### src/core/wdg_regs.vh
`ifndef WDG_REGS_VH
`define WDG_REGS_VH

// ==========================================================
// register map
`define WDG_CTRL_ADDR 8'h2a
`define WDG_CTRL_RESET 8'h7f
`define WDG_ACT_BIT 7
`define WDG_TOP_BIT 6
`define WDG_EXPIRE_VAL 7'h40

// ==========================================================
// time base
`define WDG_TICK_CYCLES 16384
`define WDG_LSB_OFFSET 128
`define WDG_MIN_UNIT_SHIFT 8
`define WDG_LSB_TB0 59
`define WDG_LSB_TB1 53
`define WDG_LSB_TB2 35
`define WDG_LSB_TB3 54

// ==========================================================
// timing
`define WDG_CLK_PERIOD_NS 8
`define WDG_RST_PULSE_NS 30000
`define WDG_RST_PULSE_CYC (`WDG_RST_PULSE_NS / `WDG_CLK_PERIOD_NS)
`define WDG_RESTART_SHORT 256
`define WDG_RESTART_LONG 4096

`endif

### src/core/wdg_reset_stretch.v
`include "wdg_regs.vh"

module wdg_reset_stretch #(
  parameter LENGTH = `WDG_RST_PULSE_CYC
) (
  // clock and reset
  input wire clk_i,
  input wire rst_i,
  // request
  input wire trigger_i,
  // pin drive
  output wire active_o
);

  reg [11:0] remain_reg;
  reg [11:0] remain_next;

  // ==========================================================
  // holds the pin low for a fixed time; retriggers are absorbed
  always @*
  begin
    remain_next = remain_reg;
    if (remain_reg != 12'h000)
      remain_next = remain_reg - 12'h001;
    else if (trigger_i)
      remain_next = LENGTH[11:0];
  end

  always @(posedge clk_i)
  begin
    if (rst_i)
      remain_reg <= 12'h000;
    else
      remain_reg <= remain_next;
  end

  assign active_o = (remain_reg != 12'h000);

endmodule // wdg_reset_stretch

### src/core/wdg_time_base.v
`include "wdg_regs.vh"

module wdg_time_base #(
  parameter TICK_CYCLES = `WDG_TICK_CYCLES
) (
  // clock and reset
  input wire clk_i,
  input wire rst_i,
  // control
  input wire run_i,
  input wire reload_i,
  input wire [1:0] time_base_sel_i,
  // output
  output wire tick_o
);

  reg [14:0] count_reg;
  reg [14:0] count_next;
  reg [31:0] lsb;
  wire [31:0] min_first;
  wire [14:0] limit;
  wire [14:0] last;

  // ==========================================================
  // least time before the first decrement after a reload
  always @*
  begin
    case (time_base_sel_i)
      2'h0: lsb = `WDG_LSB_TB0;
      2'h1: lsb = `WDG_LSB_TB1;
      2'h2: lsb = `WDG_LSB_TB2;
      default: lsb = `WDG_LSB_TB3;
    endcase
  end

  // (lsb+128)*64 of 16384, scaled to the tick period
  assign min_first = ((lsb + `WDG_LSB_OFFSET) * TICK_CYCLES) >> `WDG_MIN_UNIT_SHIFT;
  assign limit = TICK_CYCLES[14:0] - min_first[14:0];
  assign last = TICK_CYCLES[14:0] - 15'h0001;

  // ==========================================================
  // free-running divider, frozen while the oscillator is stopped
  always @*
  begin
    count_next = count_reg;
    if (run_i)
    begin
      if (count_reg == last)
        count_next = 15'h0000;
      else
        count_next = count_reg + 15'h0001;
    end
    if (reload_i && (count_next > limit))
      count_next = limit;
  end

  always @(posedge clk_i)
  begin
    if (rst_i)
      count_reg <= 15'h0000;
    else
      count_reg <= count_next;
  end

  assign tick_o = run_i && (count_reg == last);

endmodule // wdg_time_base

### src/core/windowed_watchdog_timer.v
// Notes on behaviour
// - counter decrements once per 16384 oscillator cycles
// - active watchdog resets on 40h to 3Fh
// - activate bit set by write, cleared by reset
// - no timeout reset while activate bit clear, unless hardware option set
// - control register resets to 7Fh
// - hardware option keeps watchdog always active
// - slow and wait modes leave watchdog untouched
// - plain halt: one decrement, stop, block timeout resets
// - external interrupt resumes after 256/4096 clocks
// - reset after plain halt returns disabled state
// - halt with halt-reset option gives reset
// - halt with realtime interrupt freezes counter
// - active-halt wake: interrupt immediate, reset delayed
// - first decrement delay depends on time base
// - counter runs even while disabled
// - write activate with top bit clear resets
// - watchdog reset pulls pin low about 30us
`include "wdg_regs.vh"

module windowed_watchdog_timer #(
  parameter TICK_CYCLES = `WDG_TICK_CYCLES
) (
  // clock and reset
  input wire CLK_SYS_I,
  input wire SYS_RST_I,
  // register port
  input wire [7:0] ADDR_I,
  input wire [7:0] WDATA_I,
  input wire WR_I,
  input wire RD_I,
  output wire [7:0] RDATA_O,
  // option bits
  input wire HW_WATCHDOG_OPT_I,
  input wire HALT_RESET_OPT_I,
  input wire RESTART_LONG_I,
  // clock controller
  input wire REALTIME_INTERRUPT_ENABLE_I,
  input wire [1:0] TIME_BASE_SELECT_I,
  // power and wake events
  input wire HALT_ENTRY_I,
  input wire EXT_INT_I,
  input wire OSC_INT_I,
  // reset pin, open drain
  output wire RST_PIN_O,
  output wire RST_PIN_OE_O,
  // status
  output wire WDG_ACTIVE_O,
  output wire WDG_HALTED_O,
  output wire RESET_REQ_O,
  output wire [1:0] RESET_CAUSE_O
);

  // ==========================================================
  // states
  localparam [2:0] ST_RUN = 3'h0;
  localparam [2:0] ST_HALT = 3'h1;
  localparam [2:0] ST_ACT_HALT = 3'h2;
  localparam [2:0] ST_RESTART = 3'h3;

  localparam [1:0] CAUSE_NONE = 2'h0;
  localparam [1:0] CAUSE_TIMEOUT = 2'h1;
  localparam [1:0] CAUSE_SOFTWARE = 2'h2;
  localparam [1:0] CAUSE_HALT = 2'h3;

  localparam [12:0] RESTART_SHORT = `WDG_RESTART_SHORT;
  localparam [12:0] RESTART_LONG = `WDG_RESTART_LONG;

  // ==========================================================
  // declarations
  reg watchdog_activate_reg;
  reg watchdog_activate_next;
  reg [6:0] counter_reg;
  reg [6:0] counter_next;
  reg [2:0] state_reg;
  reg [2:0] state_next;
  reg [12:0] delay_reg;
  reg [12:0] delay_next;
  reg [7:0] rdata_reg;
  reg [7:0] rdata_next;
  reg [1:0] cause_reg;
  reg [1:0] cause_next;
  reg reset_req;
  reg [1:0] req_cause;
  wire ctrl_hit;
  wire ctrl_write;
  wire active;
  wire tick;
  wire counting;
  wire expire;
  wire soft_reset;
  wire pin_active;
  wire [12:0] restart_len;

  // ==========================================================
  // decode
  assign ctrl_hit = (ADDR_I == `WDG_CTRL_ADDR);
  assign ctrl_write = WR_I && ctrl_hit;

  assign active = watchdog_activate_reg || HW_WATCHDOG_OPT_I;

  assign restart_len = RESTART_LONG_I ? RESTART_LONG : RESTART_SHORT;

  // the divider runs only in the run state, not in the halts or the restart delay;
  // slow and wait modes do not reach this block at all
  assign counting = (state_reg == ST_RUN);

  // ==========================================================
  // time base
  wdg_time_base #(
    .TICK_CYCLES(TICK_CYCLES)
  ) u_time_base (
    .clk_i(CLK_SYS_I),
    .rst_i(SYS_RST_I),
    .run_i(counting),
    .reload_i(ctrl_write),
    .time_base_sel_i(TIME_BASE_SELECT_I),
    .tick_o(tick)
  );

  // ==========================================================
  // reset sources
  assign expire = tick && active && (counter_reg == `WDG_EXPIRE_VAL) && !ctrl_write;
  assign soft_reset = ctrl_write && (WDATA_I[`WDG_ACT_BIT] || active)
    && !WDATA_I[`WDG_TOP_BIT];

  always @*
  begin
    reset_req = 1'b0;
    req_cause = CAUSE_NONE;
    if (soft_reset)
    begin
      reset_req = 1'b1;
      req_cause = CAUSE_SOFTWARE;
    end
    else if (expire && counting)
    begin
      reset_req = 1'b1;
      req_cause = CAUSE_TIMEOUT;
    end
    else if (HALT_ENTRY_I && (state_reg == ST_RUN)
      && !REALTIME_INTERRUPT_ENABLE_I && HALT_RESET_OPT_I)
    begin
      reset_req = 1'b1;
      req_cause = CAUSE_HALT;
    end
  end

  // ==========================================================
  // control register and counter
  always @*
  begin
    watchdog_activate_next = watchdog_activate_reg;
    counter_next = counter_reg;
    if (ctrl_write)
    begin
      // a write of zero cannot clear the activate bit
      watchdog_activate_next = watchdog_activate_reg | WDATA_I[`WDG_ACT_BIT];
      counter_next = WDATA_I[6:0];
    end
    else if (tick && counting)
      counter_next = counter_reg - 7'h01;
    else if (HALT_ENTRY_I && (state_reg == ST_RUN)
      && !REALTIME_INTERRUPT_ENABLE_I && !HALT_RESET_OPT_I)
      counter_next = counter_reg - 7'h01;
  end

  // ==========================================================
  // power mode sequencing
  always @*
  begin
    state_next = state_reg;
    delay_next = delay_reg;
    case (state_reg)
      ST_RUN:
      begin
        if (HALT_ENTRY_I && !reset_req)
        begin
          if (REALTIME_INTERRUPT_ENABLE_I)
            state_next = ST_ACT_HALT;
          else if (!HALT_RESET_OPT_I)
            state_next = ST_HALT;
        end
      end
      ST_HALT:
      begin
        // counter stopped and no timeout reset possible until woken; a control write can still give a software reset
        if (EXT_INT_I)
        begin
          state_next = ST_RESTART;
          delay_next = restart_len;
        end
      end
      ST_ACT_HALT:
      begin
        if (EXT_INT_I || OSC_INT_I)
          state_next = ST_RUN;
      end
      ST_RESTART:
      begin
        if (delay_reg <= 13'h0001)
        begin
          state_next = ST_RUN;
          delay_next = 13'h0000;
        end
        else
          delay_next = delay_reg - 13'h0001;
      end
      default:
      begin
        state_next = ST_RUN;
        delay_next = 13'h0000;
      end
    endcase
  end

  // ==========================================================
  // register read, data valid the cycle after the strobe
  always @*
  begin
    rdata_next = 8'h00;
    if (RD_I && ctrl_hit)
      rdata_next = {watchdog_activate_reg, counter_reg};
  end

  always @*
  begin
    cause_next = cause_reg;
    if (reset_req)
      cause_next = req_cause;
  end

  // ==========================================================
  // flops
  always @(posedge CLK_SYS_I)
  begin
    if (SYS_RST_I)
    begin
      // any reset disables the watchdog again, plain halt or not
      watchdog_activate_reg <= 1'b0;
      counter_reg <= 7'h7f;
      // oscillator settling after reset delays counting
      state_reg <= ST_RESTART;
      delay_reg <= RESTART_SHORT;
      rdata_reg <= 8'h00;
      cause_reg <= CAUSE_NONE;
    end
    else
    begin
      watchdog_activate_reg <= watchdog_activate_next;
      counter_reg <= counter_next;
      state_reg <= state_next;
      delay_reg <= delay_next;
      rdata_reg <= rdata_next;
      cause_reg <= cause_next;
    end
  end

  // ==========================================================
  // reset pin
  wdg_reset_stretch #(
    .LENGTH(`WDG_RST_PULSE_CYC)
  ) u_reset_stretch (
    .clk_i(CLK_SYS_I),
    .rst_i(SYS_RST_I),
    .trigger_i(reset_req),
    .active_o(pin_active)
  );

  // ==========================================================
  // outputs
  assign RDATA_O = rdata_reg;
  assign RST_PIN_O = 1'b0;
  assign RST_PIN_OE_O = pin_active;
  assign WDG_ACTIVE_O = active;
  assign WDG_HALTED_O = (state_reg == ST_HALT) || (state_reg == ST_ACT_HALT);
  assign RESET_REQ_O = reset_req;
  assign RESET_CAUSE_O = cause_reg;

endmodule // windowed_watchdog_timer

### config.mk
export PLATFORM = sky130hd
export DESIGN_NAME = windowed_watchdog_timer
export DESIGN_NICKNAME = d
export VERILOG_FILES = /design/src/core/wdg_reset_stretch.v /design/src/core/wdg_time_base.v /design/src/core/windowed_watchdog_timer.v
export VERILOG_INCLUDE_DIRS = /design/src /design/src/core
export SDC_FILE = /design/constraint.sdc
export NUM_CORES = 1
export LEC_CHECK = 0
export ABC_CLOCK_PERIOD_IN_PS = 5200
export BUFFER_PORTS_ARGS = -buffer_cell sky130_fd_sc_hd__buf_4
export CAP_MARGIN = 20
export CORE_MARGIN = 8
export CORE_UTILIZATION = 25
export DETAILED_ROUTE_END_ITERATION = 7
export MAX_ROUTING_LAYER = met4
export PLACE_DENSITY_LB_ADDON = 0.3
export SLEW_MARGIN = 20
export SYNTH_ARGS = -nofsm -noshare
export SYNTH_HDL_FRONTEND = slang
export SYNTH_SLANG_ARGS = --single-unit
### constraint.sdc
create_clock -name CLK_SYS_I -period 5.2 [get_ports CLK_SYS_I]
set_clock_uncertainty 0.1 [all_clocks]
set_input_delay 0.52 -clock CLK_SYS_I [delete_from_list [all_inputs] [get_ports CLK_SYS_I]]
set_output_delay 0.52 -clock CLK_SYS_I [all_outputs]
set_load 0.02 [all_outputs]
-- Word level (Yosys, flattened, before mapping)
Cells that the tools add are included.
- bits of input ports: 29
- register bits after elaboration: 61
- word-level logic and storage cells: 92
- output and inout bits: 15
- add/subtract/negate cells: 6
- equal/unequal tests: 13
- $lt $le $gt $ge: 2
- bitwise logic cells: 3
- reduce and logical (&&, ||, !) cells: 34
- mux-type cells: 26
- operators by type and width (cell ; count):
    2-to-1 mux 15 bit ; 3
    2-to-1 mux 13 bit ; 3
    one-hot mux 13 bit (3 select lines) ; 1
    2-to-1 mux 12 bit ; 2
    2-to-1 mux 7 bit ; 3
    2-to-1 mux 3 bit ; 6
    logical AND 1 bit ; 16
    adder 15 x 1 -> 15 bit, second input constant ; 1
    equality test 15 x 14 -> 1 bit, second input constant ; 1
    greater-than comparator 15 bit ; 1
    one-hot mux 5 bit (3 select lines) ; 1
    subtractor 15 bit, first input constant ; 1
    less-or-equal comparator 13 x 1 -> 1 bit, second input constant ; 1
    subtractor 13 x 1 -> 13 bit, second input constant ; 1
    one-hot mux 3 bit (4 select lines) ; 1
    nonzero test 12 bit ; 1
    subtractor 12 x 1 -> 12 bit, second input constant ; 1
    adder 6 x 8 -> 9 bit, second input constant ; 1
    equality test 8 x 6 -> 1 bit, second input constant ; 1
    equality test 7 bit, second input constant ; 1
    subtractor 7 x 1 -> 7 bit, second input constant ; 1
    equality test 3 x 2 -> 1 bit, second input constant ; 2
    2-to-1 mux 2 bit ; 3
    inequality test 2 bit, second input constant ; 3
    17 further kinds ; 28

-- Logic depth before layout (Yosys ltp)
Gate-level depths: netlist (run 1).
- word-level depth: 12
- depth in mapped cells: 15

-- Modules after synthesis
From an unflattened synthesis (run 1), not the netlist that was laid out.
- cells, all modules: 388
- area total of the unflattened synthesis: 3412.0 um^2
- modules (own cells, without submodules) (module ; seq. area each (um^2) ; cells an instance ; times used ; area an instance (um^2)):
    windowed_watchdog_timer ; 660.6 ; 192 ; 1 ; 1650.3
    wdg_time_base ; 300.3 ; 128 ; 1 ; 1133.6
    wdg_reset_stretch ; 240.2 ; 68 ; 1 ; 628.1

-- Worst setup path before layout (run 1)
No wires, ideal clock.
- kind: reg-to-reg
- start: register u_time_base.count_reg[0]
- end: register u_time_base.count_reg[11]
- arrival time: 3.106 ns
- path slack: 1.921 ns
- setup time: 0.073 ns
- cell stages (with the launch flop): 13
- path through: dfxtp_1 > ha_1 > nand4b_1 > or4_4 > nor2_1 > nor2_1 > ha_1 > nand4_1 > a211o_1 > a311oi_2 > a311oi_1 > or3_4 > nor3_2
- cells in the longest elaborated chain, start to end: 6
- elaborated cells on any way between the ends: 7
- classes of those cells: add/sub (1); order compare (1); eq/ne (1); mux (3); reduce/logical (1)
- ends and longest elaborated chain (what ; RTL line ; RTL):
    start: declaration ; wdg_time_base.v:17 ; reg [14:0] count_reg;
    start signal: assignment ; wdg_time_base.v:62 ; count_reg <= count_next;
    adder 15 x 1 -> 15 bit or equality test 15 x 14 -> 1 bit (tied branches) ; wdg_time_base.v:51, wdg_time_base.v:48 ;
    2-to-1 mux 15 bit ; wdg_time_base.v:48 ; if (count_reg == last)
    2-to-1 mux 15 bit * ; wdg_time_base.v:46 ; if (run_i)
    greater-than comparator 15 bit ; wdg_time_base.v:53 ; if (reload_i && (count_next > limit))
    logical AND 1 bit ; wdg_time_base.v:53 ;
    2-to-1 mux 15 bit * ; wdg_time_base.v:53 ;
Every way passes the cells marked *; elsewhere a longest branch is shown, timed or not.
A chain may end at the register's enable or synchronous reset.

-- Worst setup path after layout (run 1)
- start: register state_reg[1]
- end: register u_time_base.count_reg[4]
- cells in the longest elaborated chain, start to end: 5
- ends and longest elaborated chain (what ; RTL line ; RTL):
    start: declaration ; windowed_watchdog_timer.v:75 ; reg [2:0] state_reg;
    start signal: assignment ; windowed_watchdog_timer.v:252 ; state_reg <= state_next;
    logical NOT 3 bit * ; windowed_watchdog_timer.v:106 ; assign counting = (state_reg == ST_RUN);
    2-to-1 mux 15 bit * ; wdg_time_base.v:46 ;
    greater-than comparator 15 bit ; wdg_time_base.v:53 ;
    logical AND 1 bit ; wdg_time_base.v:53 ;
    2-to-1 mux 15 bit * ; wdg_time_base.v:53 ;
Marked as above.

==> reports/metrics.csv, run 1 <==
metric;value;unit
Via density;4.907;
Mapped Avg Cell Area;8.546;um^2
initial core utilization;0.2512;
DIE WIDTH;130.4;um
Total GRT Usage;0.1024;
nets;469;
Iteration-0 DRC Markers;158;
antenna cells;0;
initial antenna violation count;0;
Total Wirelength;8398;um
EDFF count, synth;0;
Max IR drop VDD;0.0001774;V
max-cap viol count;0;
register area;1201;um^2
Distinct cells, synth;65;
area of the multi-input gates;1938;um^2
Async S/R FF share, synth;0;
post-synthesis cell area;3273;um^2
share of post-route cells with drive strength above 1;0.1733;
gr ovfl total;0;
# IOs;44;
leakage;1.578;nW
final setup fails;0;
aggregate negative setup slack;0;ps
total power;1.877;mW
Fillers;1420;
Largest register FFs;14;
CTS buffer count;9;
Syn Inst Count;383;
pwr dens;462.2;nW/um^2
Peak Freq;257.5;MHz
Worst Path Arrival;4050;ps
Global Route met1 Usage;0.1177;
ys flop type;dfxtp_1;
grt met2 use;0.1673;
CP Capture Type;register;
min Tclk post-route;3883;ps
Worst Hold Class;primary input to register;
Critical Path Source Type;register;
status;finished, final reports clean;
CTS clk-pin slew, worst paths;50;ps
core region area;13030;um^2
wire per inst;13.93;um
die height;130.4;um
area grow syn2layout;24.08;%
first drt pass iteration count;5;
# rows;42;
first-pass GRT wire length;13420;um
DR vias;2959;
Hold Fails Final Rpt;0;
RSZ-0062 raised after global routing;false;
PortBufs;42;
CTS Hold Bufs;0;
vias in the first global route;2816;
Seq cells post-synth;60;
CTS sink cnt;60;
sequential area share after synthesis;0.3670;
half-perimeter wire length after detailed placement;6237;um
Worst EP required;5360;ps
Reg2Reg Setup Slack;1320;ps
net count after synthesis;429;
Final GP Congestion;0.8117;
antenna viol nets, final;0;
Slew Limit Fails;0;
Clock Latency Late Sink;320;ps
Slew Limit Headroom;0.4751;
setup bufs post-CTS;0;
root buffer cell;clkbuf_16;
DIE AREA;17010;um^2
GR met3 Demand/Resource;0.02922;
Final Cycle Share;0.7468;
largest net degree at the start of global routing;36;
Residual DRC;0;
busiest grt layer;met2;
WS Path Type;register to register;
worst-path maximum fanout;17;
H-tree levels;3;
CTS tree;built;
post_cts resized;0;
Bufs on Longest Clock Path;2;
Yosys warning total;0;
Tightest Pin Transition;776.4;ps
cell usage in the layout (no fill, tap or decap), drive strengths merged, types with 5 or more instances in the layout:
cell type	netlist	routed
or2	5	5
xnor2	16	16
a211oi	10	10
dfxtp	60	60
buf	4	44
nand3	11	11
inv	18	18
nor2	40	40
nand3b	5	5
xor2	10	10
or3	11	11
nand2b	5	5
nand2	15	15
nor4	12	12
ha	17	17
nand4	5	5
clkbuf	11	14
a21oi	25	25
nor3	21	21
and2	9	9
o21ai	12	12
final timing paths:
check	startpoint	end	cells past startpoint
worst max-delay path	state_reg[1]	u_time_base.count_reg[4]	13
worst min-delay path	TIME_BASE_SELECT_I[0]	u_time_base.count_reg[8]	2
worst max register to register	state_reg[1]	u_time_base.count_reg[4]	13
worst min register to register	u_reset_stretch.remain_reg[11]	u_reset_stretch.remain_reg[11]	1
kinds of logic (layout without fill, tap and decap cells):
| family | after synthesis | count (layout) | synth area share |
|---|---|---|---|
| simple gates | 156 | 156 | 0.2641 |
| other cells | 2 | 2 | 0.002294 |
| mux | 2 | 2 | 0.006116 |
| compound gates | 87 | 87 | 0.1850 |
| fa+ha+maj | 17 | 17 | 0.06498 |
| flops | 60 | 60 | 0.3670 |
| xor+xnor | 26 | 26 | 0.06957 |
| buf+inv | 33 | 77 | 0.04090 |
power breakdown:
| part | switching [mW] | leakage (nW) | internal, mW |
|---|---|---|---|
| Sequential | 0.0786 | 0.489 | 0.545 |
| Combinational | 0.371 | 0.941 | 0.277 |
| Clock | 0.199 | 0.149 | 0.407 |
| Total | 0.649 | 1.58 | 1.23 |
synth_stat cells (4+ instances only):
library cell	count	area [um^2]
or3_1	10	62.56
nor4_1	12	75.07
ha_1	17	212.7
and2_1	9	56.30
nand4_1	4	25.02
a211oi_1	10	75.07
inv_1	18	67.56
xnor2_1	16	140.1
or2_2	5	31.28
dfxtp_1	60	1201
o21ai_0	12	60.06
xor2_1	10	87.58
nor2_1	40	150.1
a21o_1	4	30.03
nand2_1	15	56.30
nand3b_1	5	37.54
nand2b_1	5	31.28
a21oi_1	24	120.1
clkbuf_1	11	41.29
nor3_1	20	100.1
nand3_1	11	55.05
area by class of cell:
class / instances / share of cell area
clock inverters: 1 / 0.007394
well taps: 176 / 0.05422
flip-flops and latches: 60 / 0.2957
repair buffers: 44 / 0.08133
clock buffers: 14 / 0.06747
inverters: 18 / 0.01664
multi-input cells: 290 / 0.4772
through the flow:
step	hold slack, ps	utilization	std cells	area [um^2]	setup WS (ps)
floorplan	328.2	-	383	3273	1921
global placement	349.7	0.2883	588	3757	1402
detailed placement	350.6	0.2883	588	3757	1364
CTS	314.3	0.3116	603	4061	1340
global route	321.8	0.3116	603	4061	981.1
finish	323.1	0.3116	603	4061	1317
layer usage:
layer,routed length [um],part of all wire
met5,0,0
met3,538,0.064
met1,3806,0.45
met2,3939,0.47
met4,114,0.014
worst max-delay path: stages, from the launching register on:
cell and delay, ps:
dfxtp_1 320, inv_1 100, ha_1 550, nand4_1 430
nor2_1 290, and3_1 200, xor2_1 220, ha_1 290
nand4_1 130, o21bai_1 70, a221oi_1 440, a311oi_1 160
or3_4 410, nor2_1 110
Power figures use the tool's default switching activity.
==> run 2, diff against run 1 <==
Settings changed: ABC_AREA set to 1, ABC_CLOCK_PERIOD_IN_PS 5200 to 3400.
Clock period 5.2 ns to 3.4 ns, I/O delays scaled along.
==> run 2 against run 1 <==
Net effect:
- setup slack got worse by 670 ps
- non-clock buffer count rose by 2
- combinational power rose by 67%
- synthesized cell count rose by 30%
- first-iteration DRC count fell by 34%
- largest cell class unchanged
==> reports/metrics.csv, run 2 <==
metric;value;unit
Yosys warning total;0;
worst-path maximum fanout;9;
vias in the first global route;3161;
CTS tree;built;
half-perimeter wire length after detailed placement;6643;um
final setup fails;0;
WS Path Type;register to register;
post-synthesis adder-cell area fraction;0.05988;
min Tclk post-route;2758;ps
sequential area share after synthesis;0.3381;
Seq cells post-synth;60;
post-synthesis cell area;3552;um^2
ys flop type;dfxtp_1;
Iteration-0 DRC Markers;104;
most frequent cells in the layout;nand2_1, nor2_1, dfxtp_1, inv_1, buf_4;
first drt pass iteration count;4;
Peak Freq;362.6;MHz
CTS Hold Bufs;0;
CTS clk-pin slew, worst paths;50;ps
leakage;2.064;nW
gr ovfl total;0;
Async S/R FF share, synth;0;
antenna cells;0;
main combinational cell family by area after synthesis;simple AND/OR/NAND/NOR gates;
net count after synthesis;544;
Hold Fails Final Rpt;0;
nets;590;
Flop pwr share;0.322;
Syn Inst Count;498;
Total Wirelength;8521;um
top-area cell type share of the netlist area;0.3381;
post_cts resized;0;
root buffer cell;clkbuf_16;
initial antenna violation count;0;
Mapped Avg Cell Area;7.133;um^2
CTS sink cnt;60;
R2R cell count;22;
antenna viol nets, final;0;
Distinct cells, synth;47;
Clk network pwr share;0.308;
Final Core Density;0.3137;
largest net degree at the start of global routing;19;
initial core utilization;0.2559;
largest cells by area after synthesis;dfxtp_1, nand2_1, nor2_1, inv_1, ha_1;
Crit Reg-Reg Endpoint;u_time_base.count_reg[1];
share of post-route cells with drive strength above 1;0.2044;
core region area;13880;um^2
area grow syn2layout;22.58;%
Bufs on Longest Clock Path;2;
combinational power share;0.370;
Reg2Reg Setup Slack;640;ps
DR vias;3165;
# IOs;44;
status;finished, final reports clean;
pwr dens;670.7;nW/um^2
H-tree levels;3;
FF-to-FF Start;state_reg[0];
Psw;1.083;mW
switching share of total power;0.3707;
top-count cell post-synth;nand2_1;
Max IR drop VDD;0.0003507;V
hold path startpoint;WDATA_I[0];
max-cap viol count;0;
dominant cell type by area after synthesis;dfxtp_1;
DIE AREA;18280;um^2
mux share of post-synthesis cell area;0;
EDFF count, synth;0;
Critical Path Source Type;register;
Final Cycle Share;0.8112;
Clock Latency Late Sink;330;ps
Synth Area in Simple Gates;0.3389;
CTS buffer count;9;
Synth Area in XOR/XNOR;0.06375;
Via density;4.348;
aggregate negative setup slack;0;ps
Worst Hold Class;primary input to register;
die height;135.2;um
most instantiated cells after synthesis;nand2_1, nor2_1, dfxtp_1, inv_1, nand3_1;
Synth Area in Compound Gates;0.1032;
Internal Power;1.838;mW
commonest non-fill, non-tap cell in the layout;nand2_1;
Hold Path Sink;counter_reg[0];
Final GP Congestion;0.8904;
# rows;43;
first-pass GRT wire length;14370;um
Largest register FFs;14;
wire per inst;11.70;um
Slew Limit Fails;0;
Total GRT Usage;0.09910;
worst hold path stage count;3;
CP Capture Type;register;
Worst EP required;3570;ps
Residual DRC;0;
PortBufs;42;
DIE WIDTH;135.2;um
RSZ-0062 raised after global routing;false;
setup bufs post-CTS;0;
Worst Path Arrival;2920;ps
[run 2: changes by cell type after synthesis, moves of 9 or more]
cell and delta:
or3_1 -10, nand2_2 +9, xnor2_1 -12, nand3_1 +19
nor4_1 -11, nor3_1 -15, nor2_2 +11, inv_1 +42
nor2_1 +35, xor2_1 +10, and2_1 -9, nand2_1 +77
o211ai_1 +9
[run 2: metal layers]
layer | wire length, um | vias to the layer above | track usage
li1 | - | 1674 | -
met2 | 3816 | 61 | 0.1560
met5 | 0 | - | -
met3 | 442 | 15 | 0.03116
met4 | 174 | 0 | 0.04257
met1 | 4088 | 1415 | 0.1141
[run 2: final cells by class]
cell class                 count  area (um^2)
tap                          180        225.2
multi-input combinational    355         2017
fill                        1518         9527
timing repair buffer          46        345.3
clock inverter                 5        52.55
sequential                    60         1201
inverter                      72        274.0
clock buffer                  10        239.0
[run 2: cell families (layout without fill, tap and decap cells)]
logic type,count (synthesis),after routing
buffers and inverters,83,133
other,2,2
AOI/OAI and AO/OA,59,59
xor gates and xnor gates,25,25
and+or+nand+nor,252,252
DFF,60,60
adders and majority gates,17,17
[run 2: worst max path at each step]
stage	start	endpoint	slack (ps)	cells after the start
after floorplan	state_reg[0]	u_time_base.count_reg[6]	780	24
after global placement	state_reg[0]	u_time_base.count_reg[1]	760	21
after detailed placement	state_reg[0]	u_time_base.count_reg[1]	660	22
after CTS	state_reg[0]	u_time_base.count_reg[1]	630	22
after global routing	state_reg[0]	u_time_base.count_reg[1]	380	22
final	state_reg[0]	u_time_base.count_reg[1]	640	22
[run 2: stage by stage]
stage,area [um^2],total power [mW],hold slack (ps),instances,setup slack [ps]
CTS,4354,2.958,180.3,728,631.9
floorplan,3552,1.794,325.8,498,777.3
global placement,4063,2.025,346.3,713,756.1
global route,4354,3.145,191.3,728,382.5
finish,4354,2.921,187.6,728,641.9
detailed placement,4063,2.038,356.4,713,656.1
[run 2: power groups by stage]
stage | Combinational (mW) | Sequential [mW] | Clock, mW
floorplan | 0.868 | 0.926 | 0
global placement | 1.08 | 0.946 | 0
detailed placement | 1.09 | 0.950 | 0
CTS | 1.09 | 0.937 | 0.929
global route | 1.23 | 0.955 | 0.958
finish | 1.08 | 0.939 | 0.900
[run 2: worst max-delay path, stage by stage, from the launching register on]
cell	delay, ps
dfxtp_1	380
inv_1	80
ha_1	220
nand2_2	100
nor2_4	50
nand2_4	80
clkinv_2	90
nand2_2	90
nand2_1	60
a22oi_1	210
ha_1	270
nand2_1	60
nor2_1	50
nand2_1	50
nand3_1	70
a21o_1	170
nand2_2	50
inv_2	30
nand2_2	70
nand2_4	90
nand2_8	100
nand2_8	90
a21oi_2	110
